$ cat src/common/fsr_pkg.sv
// constants and types for the status register read block
package fsr_pkg;
    localparam logic [7:0] FSR_OPC_STATUS_READ = 8'hD7;
    // density code value is arbitrary
    localparam logic [3:0] FSR_DENSITY_CODE    = 4'hA;
    // field positions, both bytes
    localparam int FSR_BIT_READY = 7;
    // first byte
    localparam int FSR_BIT_CMP   = 6;
    localparam int FSR_DEN_MSB   = 5;
    localparam int FSR_DEN_LSB   = 2;
    localparam int FSR_BIT_PROT  = 1;
    localparam int FSR_BIT_PAGE  = 0;
    // second byte
    localparam int FSR_BIT_RES6  = 6;
    localparam int FSR_BIT_FAULT = 5;
    localparam int FSR_BIT_RES4  = 4;
    localparam int FSR_BIT_LOCK  = 3;
    localparam int FSR_BIT_PS2   = 2;
    localparam int FSR_BIT_PS1   = 1;
    localparam int FSR_BIT_ES    = 0;
    // reset values
    localparam logic       FSR_CMP_RST   = 1'h0;
    localparam logic       FSR_FAULT_RST = 1'h0;
    localparam logic       FSR_SO_RST    = 1'h0;
    localparam logic [2:0] FSR_IDX_TOP   = 3'h7;
    localparam logic [2:0] FSR_IDX_BOT   = 3'h0;

    typedef enum logic [1:0] {
        FSR_IDLE,
        FSR_OPCODE,
        FSR_STREAM,
        FSR_IGNORE
    } fsr_state_t;
endpackage

$ cat src/common/fsr_pin_if.sv
// synchronised serial pin events between syncer and core
`timescale 1ns/1ps
interface fsr_pin_if;
    logic sel;
    logic sck_rise;
    logic sck_fall;
    logic si_bit;

    modport syncer (output sel, output sck_rise, output sck_fall,
                    output si_bit);
    modport core   (input sel, input sck_rise, input sck_fall,
                    input si_bit);
endinterface

$ cat src/logic/fsr_pin_sync.sv
// two-flop synchronisers and clock edge finder for the serial pins
`timescale 1ns/1ps
module fsr_pin_sync
    import fsr_pkg::*;
(
    input  wire logic ref_clk,
    input  wire logic nrst,
    input  wire logic spi_cs_n,
    input  wire logic spi_sck,
    input  wire logic spi_si,
    fsr_pin_if.syncer pins
);
    logic [2:0] meta_q;
    logic [2:0] sync_q;
    logic       sck_prev_q;

    always_ff @(posedge ref_clk or negedge nrst) begin
        if (!nrst) begin
            meta_q     <= 3'h1;
            sync_q     <= 3'h1;
            sck_prev_q <= 1'h0;
        end else begin
            meta_q     <= {spi_si, spi_sck, spi_cs_n};
            sync_q     <= meta_q;
            sck_prev_q <= sync_q[1];
        end
    end

    // edges seen on the second stage only
    assign pins.sel      = ~sync_q[0];
    assign pins.sck_rise = sync_q[1] & ~sck_prev_q;
    assign pins.sck_fall = ~sync_q[1] & sck_prev_q;
    assign pins.si_bit   = sync_q[2];
endmodule // fsr_pin_sync

$ cat src/logic/fsr_flag_hold.sv
// held compare result and erase/program fault flag
`timescale 1ns/1ps
module fsr_flag_hold
    import fsr_pkg::*;
(
    input  wire logic ref_clk,
    input  wire logic nrst,
    input  wire logic compare_done,
    input  wire logic compare_mismatch,
    input  wire logic ep_done,
    input  wire logic ep_fault,
    input  wire logic ep_aborted,
    output logic      compare_q,
    output logic      fault_q
);
    always_ff @(posedge ref_clk or negedge nrst) begin
        if (!nrst) begin
            compare_q <= FSR_CMP_RST;
        end else if (compare_done) begin
            compare_q <= compare_mismatch;
        end
    end

    always_ff @(posedge ref_clk or negedge nrst) begin
        if (!nrst) begin
            fault_q <= FSR_FAULT_RST;
        end else if (ep_done) begin
            fault_q <= ep_fault & ~ep_aborted;
        end
    end
endmodule // fsr_flag_hold

$ cat src/logic/fsr_status_read.sv
// serial status register read: opcode decode and two-byte stream
`timescale 1ns/1ps
module fsr_status_read
    import fsr_pkg::*;
(
    input  wire logic ref_clk,
    input  wire logic nrst,
    input  wire logic spi_cs_n,
    input  wire logic spi_sck,
    input  wire logic spi_si,
    output logic      spi_so,
    output logic      spi_so_oe,
    input  wire logic op_busy,
    input  wire logic compare_done,
    input  wire logic compare_mismatch,
    input  wire logic protect_enabled,
    input  wire logic page_binary,
    input  wire logic ep_done,
    input  wire logic ep_fault,
    input  wire logic ep_aborted,
    input  wire logic lockdown_allowed,
    input  wire logic prog_suspended_buf_one,
    input  wire logic prog_suspended_buf_two,
    input  wire logic erase_suspended,
    output logic      buf_one_write_block,
    output logic      buf_two_write_block
);
    ////////////////////////////////////////////////////////////////
    // pin synchronisers and held flags

    fsr_pin_if pins ();

    fsr_pin_sync u_sync (
        .ref_clk  (ref_clk),
        .nrst     (nrst),
        .spi_cs_n (spi_cs_n),
        .spi_sck  (spi_sck),
        .spi_si   (spi_si),
        .pins     (pins)
    );

    logic compare_q;
    logic fault_q;

    fsr_flag_hold u_flags (
        .ref_clk          (ref_clk),
        .nrst             (nrst),
        .compare_done     (compare_done),
        .compare_mismatch (compare_mismatch),
        .ep_done          (ep_done),
        .ep_fault         (ep_fault),
        .ep_aborted       (ep_aborted),
        .compare_q        (compare_q),
        .fault_q          (fault_q)
    );

    ////////////////////////////////////////////////////////////////
    // live status bytes

    function automatic logic [7:0] status_byte(input logic second);
        logic [7:0] b;
        b = 8'h00;
        b[FSR_BIT_READY] = ~op_busy;
        if (!second) begin
            b[FSR_BIT_CMP] = compare_q;
            b[FSR_DEN_MSB:FSR_DEN_LSB] = FSR_DENSITY_CODE;
            b[FSR_BIT_PROT] = protect_enabled;
            b[FSR_BIT_PAGE] = page_binary;
        end else begin
            // reserved positions stay at zero
            b[FSR_BIT_FAULT] = fault_q;
            b[FSR_BIT_LOCK]  = lockdown_allowed;
            b[FSR_BIT_PS2]   = prog_suspended_buf_two;
            b[FSR_BIT_PS1]   = prog_suspended_buf_one;
            b[FSR_BIT_ES]    = erase_suspended;
        end
        return b;
    endfunction

    // suspended buffers refuse modifying commands
    assign buf_two_write_block = prog_suspended_buf_two;
    assign buf_one_write_block = prog_suspended_buf_one;

    ////////////////////////////////////////////////////////////////
    // command state

    fsr_state_t state_q;
    logic [7:0] opc_q;
    logic [2:0] opc_cnt_q;
    logic [7:0] opc_full;
    logic       opc_last;

    assign opc_full = {opc_q[6:0], pins.si_bit};
    assign opc_last = (state_q == FSR_OPCODE) && pins.sck_rise
                      && (opc_cnt_q == FSR_IDX_TOP);

    // no busy gating: the read is served at any moment
    always_ff @(posedge ref_clk or negedge nrst) begin
        if (!nrst) begin
            state_q <= FSR_IDLE;
        end else if (!pins.sel) begin
            state_q <= FSR_IDLE;
        end else begin
            unique case (state_q)
                FSR_IDLE: begin
                    state_q <= FSR_OPCODE;
                end
                FSR_OPCODE: begin
                    if (opc_last) begin
                        if (opc_full == FSR_OPC_STATUS_READ) begin
                            state_q <= FSR_STREAM;
                        end else begin
                            state_q <= FSR_IGNORE;
                        end
                    end
                end
                FSR_STREAM: begin
                    state_q <= FSR_STREAM;
                end
                FSR_IGNORE: begin
                    state_q <= FSR_IGNORE;
                end
            endcase
        end
    end

    // opcode sampled on rising serial clock, msb first
    always_ff @(posedge ref_clk or negedge nrst) begin
        if (!nrst) begin
            opc_q     <= 8'h00;
            opc_cnt_q <= FSR_IDX_BOT;
        end else if (state_q != FSR_OPCODE) begin
            opc_cnt_q <= FSR_IDX_BOT;
        end else if (pins.sck_rise) begin
            opc_q     <= opc_full;
            opc_cnt_q <= opc_cnt_q + 3'h1;
        end
    end

    ////////////////////////////////////////////////////////////////
    // output stream

    logic [2:0] bit_idx_q;
    logic       byte_sel_q;
    logic [7:0] hold_q;
    logic [7:0] live_byte;
    logic       stream_fall;

    // process form so that live flag changes inside the function wake it
    always_comb begin
        live_byte = status_byte(byte_sel_q);
    end
    assign stream_fall = (state_q == FSR_STREAM) && pins.sel
                         && pins.sck_fall;

    always_ff @(posedge ref_clk or negedge nrst) begin
        if (!nrst) begin
            bit_idx_q  <= FSR_IDX_TOP;
            byte_sel_q <= 1'h0;
            hold_q     <= 8'h00;
        end else if (state_q != FSR_STREAM) begin
            bit_idx_q  <= FSR_IDX_TOP;
            byte_sel_q <= 1'h0;
        end else if (stream_fall) begin
            bit_idx_q <= bit_idx_q - 3'h1;
            if (bit_idx_q == FSR_IDX_TOP) begin
                hold_q <= live_byte;
            end
            if (bit_idx_q == FSR_IDX_BOT) begin
                byte_sel_q <= ~byte_sel_q;
            end
        end
    end

    // data changes only after a falling edge, msb first
    always_ff @(posedge ref_clk or negedge nrst) begin
        if (!nrst) begin
            spi_so <= FSR_SO_RST;
        end else if (stream_fall) begin
            if (bit_idx_q == FSR_IDX_TOP) begin
                spi_so <= live_byte[FSR_BIT_READY];
            end else begin
                spi_so <= hold_q[bit_idx_q];
            end
        end
    end

    // host polls until ready rises; the stream keeps serving it
    assign spi_so_oe = (state_q == FSR_STREAM);
endmodule // fsr_status_read

$ cat config.mk
export PLATFORM = sky130hd
export DESIGN_NAME = fsr_status_read
export DESIGN_NICKNAME = d
export VERILOG_FILES = /design/src/common/fsr_pkg.sv /design/src/common/fsr_pin_if.sv /design/src/logic/fsr_pin_sync.sv /design/src/logic/fsr_flag_hold.sv /design/src/logic/fsr_status_read.sv
export SDC_FILE = /design/constraint.sdc
export NUM_CORES = 1
export LEC_CHECK = 0
export BUFFER_PORTS_ARGS = -buffer_cell sky130_fd_sc_hd__buf_2
export CORE_ASPECT_RATIO = 1.4
export CORE_MARGIN = 8
export CORE_UTILIZATION = 52
export CTS_BUF_LIST = sky130_fd_sc_hd__clkbuf_8
export DETAILED_ROUTE_END_ITERATION = 7
export PLACE_DENSITY = 0.76
export SYNTH_ARGS = -nofsm -noshare
export SYNTH_HDL_FRONTEND = slang
export SYNTH_SLANG_ARGS = --single-unit
$ cat constraint.sdc
create_clock -name ref_clk -period 1.47 [get_ports ref_clk]
set_input_delay 0.0735 -clock ref_clk [delete_from_list [all_inputs] [get_ports ref_clk]]
set_output_delay 0.0735 -clock ref_clk [all_outputs]
set_load 0.05 [all_outputs]
# Word-level counts from Yosys, hierarchy flattened
# Index checks and enable logic that the tools add are counted.
[word_totals]
out_inout_bits = 4
input_bits = 17
ff_bits = 33
[op_classes]
eq_ne = 9
mux = 17
n_lt_le_gt_ge = 1
addsub = 2
reduce_logical = 12
bitwise = 11
[op_table]
columns = ["op", "n"]
rows = [
  ["3-bit 2-to-1 mux", 4],
  ["8-bit equality test (second input constant)", 1],
  ["1-bit 2-to-1 mux", 8],
  ["1-bit inverter", 8],
  ["2-bit case mux with 4 select lines", 1],
  ["3-bit equality test (second input constant)", 2],
  ["2-bit nonzero test", 3],
  ["2-bit equality test (second input constant)", 2],
  ["1-bit logical AND", 4],
  ["3-bit by 4-bit less-than comparator with 1-bit output (second input constant)", 1],
  ["2-bit 2-to-1 mux", 2],
  ["4-bit 2-to-1 mux", 1],
  ["2-bit AND reduction", 2],
  ["3-bit by 1-bit adder with 3-bit output (second input constant)", 1],
  ["1-bit AND", 3],
  ["1-bit binary-select mux with 3-bit select", 1],
  ["3-bit logical NOT", 1],
  ["3-bit by 2-bit != test with 1-bit output (second input constant)", 1],
  ["3-bit AND reduction", 1],
  ["3-bit by 1-bit subtractor with 3-bit output (second input constant)", 1],
  ["2-bit by 1-bit equality test with 1-bit output (second input constant)", 1],
  ["2-bit logical NOT", 1],
  ["2-bit by 1-bit != test with 1-bit output (second input constant)", 1],
  ["2-bit != test (second input constant)", 1],
]

# Depth between registers and ports, before layout
[logic_depth]
ltp_word = 7
depth_mapped = 6
ltp_nobuf = 5

# By module
# A second synthesis with hierarchy kept.
[hier_totals]
cells_unflattened = 120
area_unflattened_um2 = 1462.7
[by_module_without_submodules]
columns = ["module", "cells_each", "area_each_um2", "seq_area_each_um2", "n_inst"]
rows = [
  ["fsr_status_read", 104, 1184.9, 604.3, 1],
  ["fsr_pin_sync", 10, 196.4, 177.7, 1],
  ["fsr_flag_hold", 6, 81.3, 50.0, 1],
]

# Least setup slack after synthesis
# OpenSTA, ideal clock, no wires.
[synth_path]
path_kind = "register to register"
startpoint = "register bit_idx_q[0]"
endpoint = "register spi_so"
arrival_time_ps = 1386
setup_slack_ps = -37
path_buffers = 0
setup_ps = 121
stages_incl_launch_ff = 5
cell_sequence = "dfstp_2 mux4_2 nand2_1 o311ai_0 a22o_1"
[synth_via]
elab_chain_len = 3
elab_cells_between_ends = 4
[synth_rtl]
columns = ["item", "line_no", "rtl"]
rows = [
  ["start, declared", "fsr_status_read.sv:143", "logic [2:0] bit_idx_q;"],
  ["start signal, assigned", "fsr_status_read.sv:165", "bit_idx_q <= bit_idx_q - 3'h1;"],
  ["1-bit binary-select mux with 3-bit select", "fsr_status_read.sv:183", "spi_so <= hold_q[bit_idx_q];"],
  ["1-bit 2-to-1 mux (not written as such)", "fsr_status_read.sv:183", ""],
  ["1-bit 2-to-1 mux *", "fsr_status_read.sv:180", "if (bit_idx_q == FSR_IDX_TOP) begin"],
  ["end signal, assigned", "fsr_status_read.sv:181", "spi_so <= live_byte[FSR_BIT_READY];"],
  ["end signal, assigned", "fsr_status_read.sv:183", ""],
  ["end, declared", "fsr_status_read.sv:11", "output logic spi_so,"],
]
# Every way passes the cells marked *; elsewhere a longest branch is shown, timed or not. The select of a mux whose other input is x is not followed.
# A chain may end at the register's enable or synchronous reset.

# Final worst setup path
# Ends and elaborated chain as after synthesis.

==> run metrics <==
result of the run=finished with violations; failing checks=negative setup slack; Die H=78.62 um; hold_ws=between 0.02 and 0.025 ns; Multi-input gate area=a little under 600 sq um; post-synthesis instance total=around 120; kind of critical path=reg -> reg; Pins Over Slew Limit=0; final number of setup-violating endpoints=1; maximum number of pins on one net before global-route repair=34; Root Buffer Master=sky130_fd_sc_hd__clkbuf_8; share of flip-flops with an asynchronous set or reset after synthesis=100.0%; CTS tree=built; part of the Yosys area used for sequential elements=a little under three fifths; biggest cell delay along the critical path=around 0.57 ns; Final Net Count=roughly 180; most numerous cell types in the synthesized netlist=28 x sky130_fd_sc_hd__dfrtp_1, 17 x sky130_fd_sc_hd__nand2_1, 8 x sky130_fd_sc_hd__mux2_2; Switching Power=0.4661 mW; setup repair after global routing missed its margin=yes; area growth from synthesis to final layout=27.49%; count of different cell masters after synthesis=34; register clock-pin slew on the reported worst setup and hold paths=approximately 0.07 ns; Reg area=about 830 sq um; Avg Vias per Cell=5.188; clk sink count=33; headroom to the max-slew limit=approximately 52%; wire length of the first global-routing pass=4754 um; worst path arrival time=between 1.5 and 2 ns; antenna violations before repair=0; total global routing track utilization=around 13%; portion of synthesized cell area occupied by the leading cell type=about half; fmax=0.6588 GHz; most common flop cell mapped by yosys=sky130_fd_sc_hd__dfrtp_1; required time at the worst-slack endpoint=approximately 1.6 ns; slowest cell on the critical path=sky130_fd_sc_hd__dfstp_2; Synthesized Nets=144; Avg Inst Size Synth=approximately 12 sq um; total vias in the final route=1,022; worst min-delay path category=in -> reg; clock power share=about 44%; design internal power=1.802 mW; part of the total power dissipated in sequential elements=between 40% and 50%; area enclosed by the die boundary=~4800 sq um; Final TNS setup=-0.04785 ns; Pwr per Cell Area=~1200 nW/um^2; maximum fanout encountered on the critical timing path=4; final clock skew=about 0.007 ns; post-placement setup slack=-0.07262 ns; net switching share of the total power=about a fifth; fraction of layout instances using a drive strength above 1=between 30% and 40%; number of register bits inferred by synthesis=33; overall power consumption=about 2.3 mW; leading cell types by total area after synthesis=sky130_fd_sc_hd__dfrtp_1 48%, sky130_fd_sc_hd__dfstp_2 9.0%, sky130_fd_sc_hd__mux2_2 6.2%; I/O pin count=21; Remaining DRCs=0; starting density of the core=a little under three fifths; endpoints failing hold=0; drt pass-1 iters=4; Synth warnings=0; Post-DP HPWL=2042 um; fillers=a little over 200; combinational group share of total power=8.5%; final critical-path required period=around 1.5 ns; placed instance area=about 1600 sq um; dominant cell by count in the synthesized netlist=sky130_fd_sc_hd__dfrtp_1; cell taking the most area after synthesis=sky130_fd_sc_hd__dfrtp_1; Num CTS Buffers=5; area of the core=between 2000 and 3000 sq um; kind of cell with the highest combined delay on the critical path=flip-flops; die span in x=a little over 60 um; endpoint type of the worst setup path=flip-flop; Util after Layout=70.27%; ANT cells=0; placed cell count=between 150 and 200; critical path cell sequence=mux4_2 -> nand2_1 -> o311ai_1 -> a22o_1; clock buffer depth=2; DRT Wirelength=about 2700 um; count of flip-flops with a built-in enable after synthesis=0; count of antenna-violating nets left after detailed routing=0; Slew @ Worst Pin=a little over 0.7 ns; setup ws final=-0.04785 ns; detailed router's first-iteration violation count=20; FP Rows=22; reported leakage power=between 0.8 and 0.9 nW; level count of the clock H-tree=2; final global-route overflow total=0; total standard cell area after synthesis=~1500 sq um; setup slack, reg-to-reg=-0.05 ns; critical path buffer and inverter count=0; routed len/inst=13.94 um; max-cap violation count=0; worst vdd rail ir drop=between 1000 and 1500 uV; non-filler cells in the finished layout=roughly 200; final worst path period share=103.3%; gp weighted congestion=roughly 0.76; number of global-route vias before repair=1,115; post-route cell area=1857 sq um; Worst Setup Start Kind=flip-flop; clock latency reported for the late side of the worst-skew pair=roughly 0.28 ns; number of buffers added on ports=20
==> path summary, 6_finish.rpt <==
path / cells after the start / end / start
min in group asynchronous: 2 / hold_q[0] / nrst
worst max register to register: 4 / spi_so / bit_idx_q[0]
worst max-delay path: 4 / spi_so / bit_idx_q[0]
max in group asynchronous: 2 / u_sync.sck_prev_q / nrst
worst min-delay path: 2 / u_flags.compare_q / compare_mismatch
worst min register to register: 0 / u_sync.sync_q[1] / u_sync.meta_q[1]
==> sequential cells by signal (all words and copies together) (netlist names) <==
signal             flops
hold_q                 7
state_q                2
opc_cnt_q              3
u_sync.sck_prev_q      1
byte_sel_q             1
bit_idx_q              3
u_sync.sync_q          3
spi_so                 1
u_flags.fault_q        1
u_flags.compare_q      1
u_sync.meta_q          3
opc_q                  7
==> power groups by stage <==
stage | clock network (mW) | logic, mW | registers (mW)
final | 0.999 | 0.193 | 1.08
after global routing | 1.07 | 0.214 | 1.09
after CTS | 1.02 | 0.196 | 1.08
after detailed placement | 0 | 0.186 | 1.09
after global placement | 0 | 0.177 | 1.08
after floorplan | 0 | 0.122 | 1.07
==> layout by cell type, fill, tap and decap left out, types with 2 or more instances in the layout <==
master,n
sky130_fd_sc_hd__dlygate4sd3_1,5
sky130_fd_sc_hd__nor3_1,2
sky130_fd_sc_hd__xor2_1,2
sky130_fd_sc_hd__nand2_1,17
sky130_fd_sc_hd__inv_1,5
sky130_fd_sc_hd__dfrtp_2,2
sky130_fd_sc_hd__ha_1,5
sky130_fd_sc_hd__dfrtp_1,26
sky130_fd_sc_hd__or2b_1,2
sky130_fd_sc_hd__buf_4,10
sky130_fd_sc_hd__dfstp_2,5
sky130_fd_sc_hd__o21ai_0,4
sky130_fd_sc_hd__a31oi_1,3
sky130_fd_sc_hd__buf_6,2
sky130_fd_sc_hd__mux2_2,8
sky130_fd_sc_hd__nand3b_1,3
sky130_fd_sc_hd__clkbuf_8,5
sky130_fd_sc_hd__nand3_1,3
sky130_fd_sc_hd__nor2_1,6
sky130_fd_sc_hd__a21oi_1,5
sky130_fd_sc_hd__buf_2,19
sky130_fd_sc_hd__mux2i_1,3
sky130_fd_sc_hd__bufinv_16,2
==> logic make-up after synthesis <==
family	Yosys count	share of synthesized area (%)
AO/OA/AOI/OAI	15	6.100
XOR/XNOR	3	1.804
adder cells (fa/ha/maj)	5	4.296
buffers and inverters	11	3.522
flip-flops	33	57.13
multiplexers	12	9.794
AND/OR/NAND/NOR	43	17.35
==> per-layer routing <==
metal  global-route usage [%]  wire length, um
met4                    8.197               86
met3                    5.383              107
met1                    12.96             1050
met2                    22.93             1503
met5                        0                0
==> worst reg2reg max path: stages (launching register included) <==
cell	delay (ns)
sky130_fd_sc_hd__dfstp_2	0.57
sky130_fd_sc_hd__mux4_2	0.49
sky130_fd_sc_hd__nand2_1	0.07
sky130_fd_sc_hd__o311ai_1	0.08
sky130_fd_sc_hd__a22o_1	0.19
==> area by class of cell <==
cell class | instances | share of cell area [%]
flip-flops and latches | 33 | 44.95
multi-input cells | 78 | 31.13
repair buffers | 36 | 13.07
clock buffers | 5 | 3.706
clock inverters | 3 | 3.504
well taps | 36 | 2.426
inverters | 6 | 1.213
==> timing repair <==
item	CTS	global route
setup endpoints to repair	8	14
endpoints found under the hold margin	32	0
setup buffers	2	0
hold buffers	5	0
pin swaps	3	1
gates resized for setup	4	3
(Power assumes the default switching activity.)
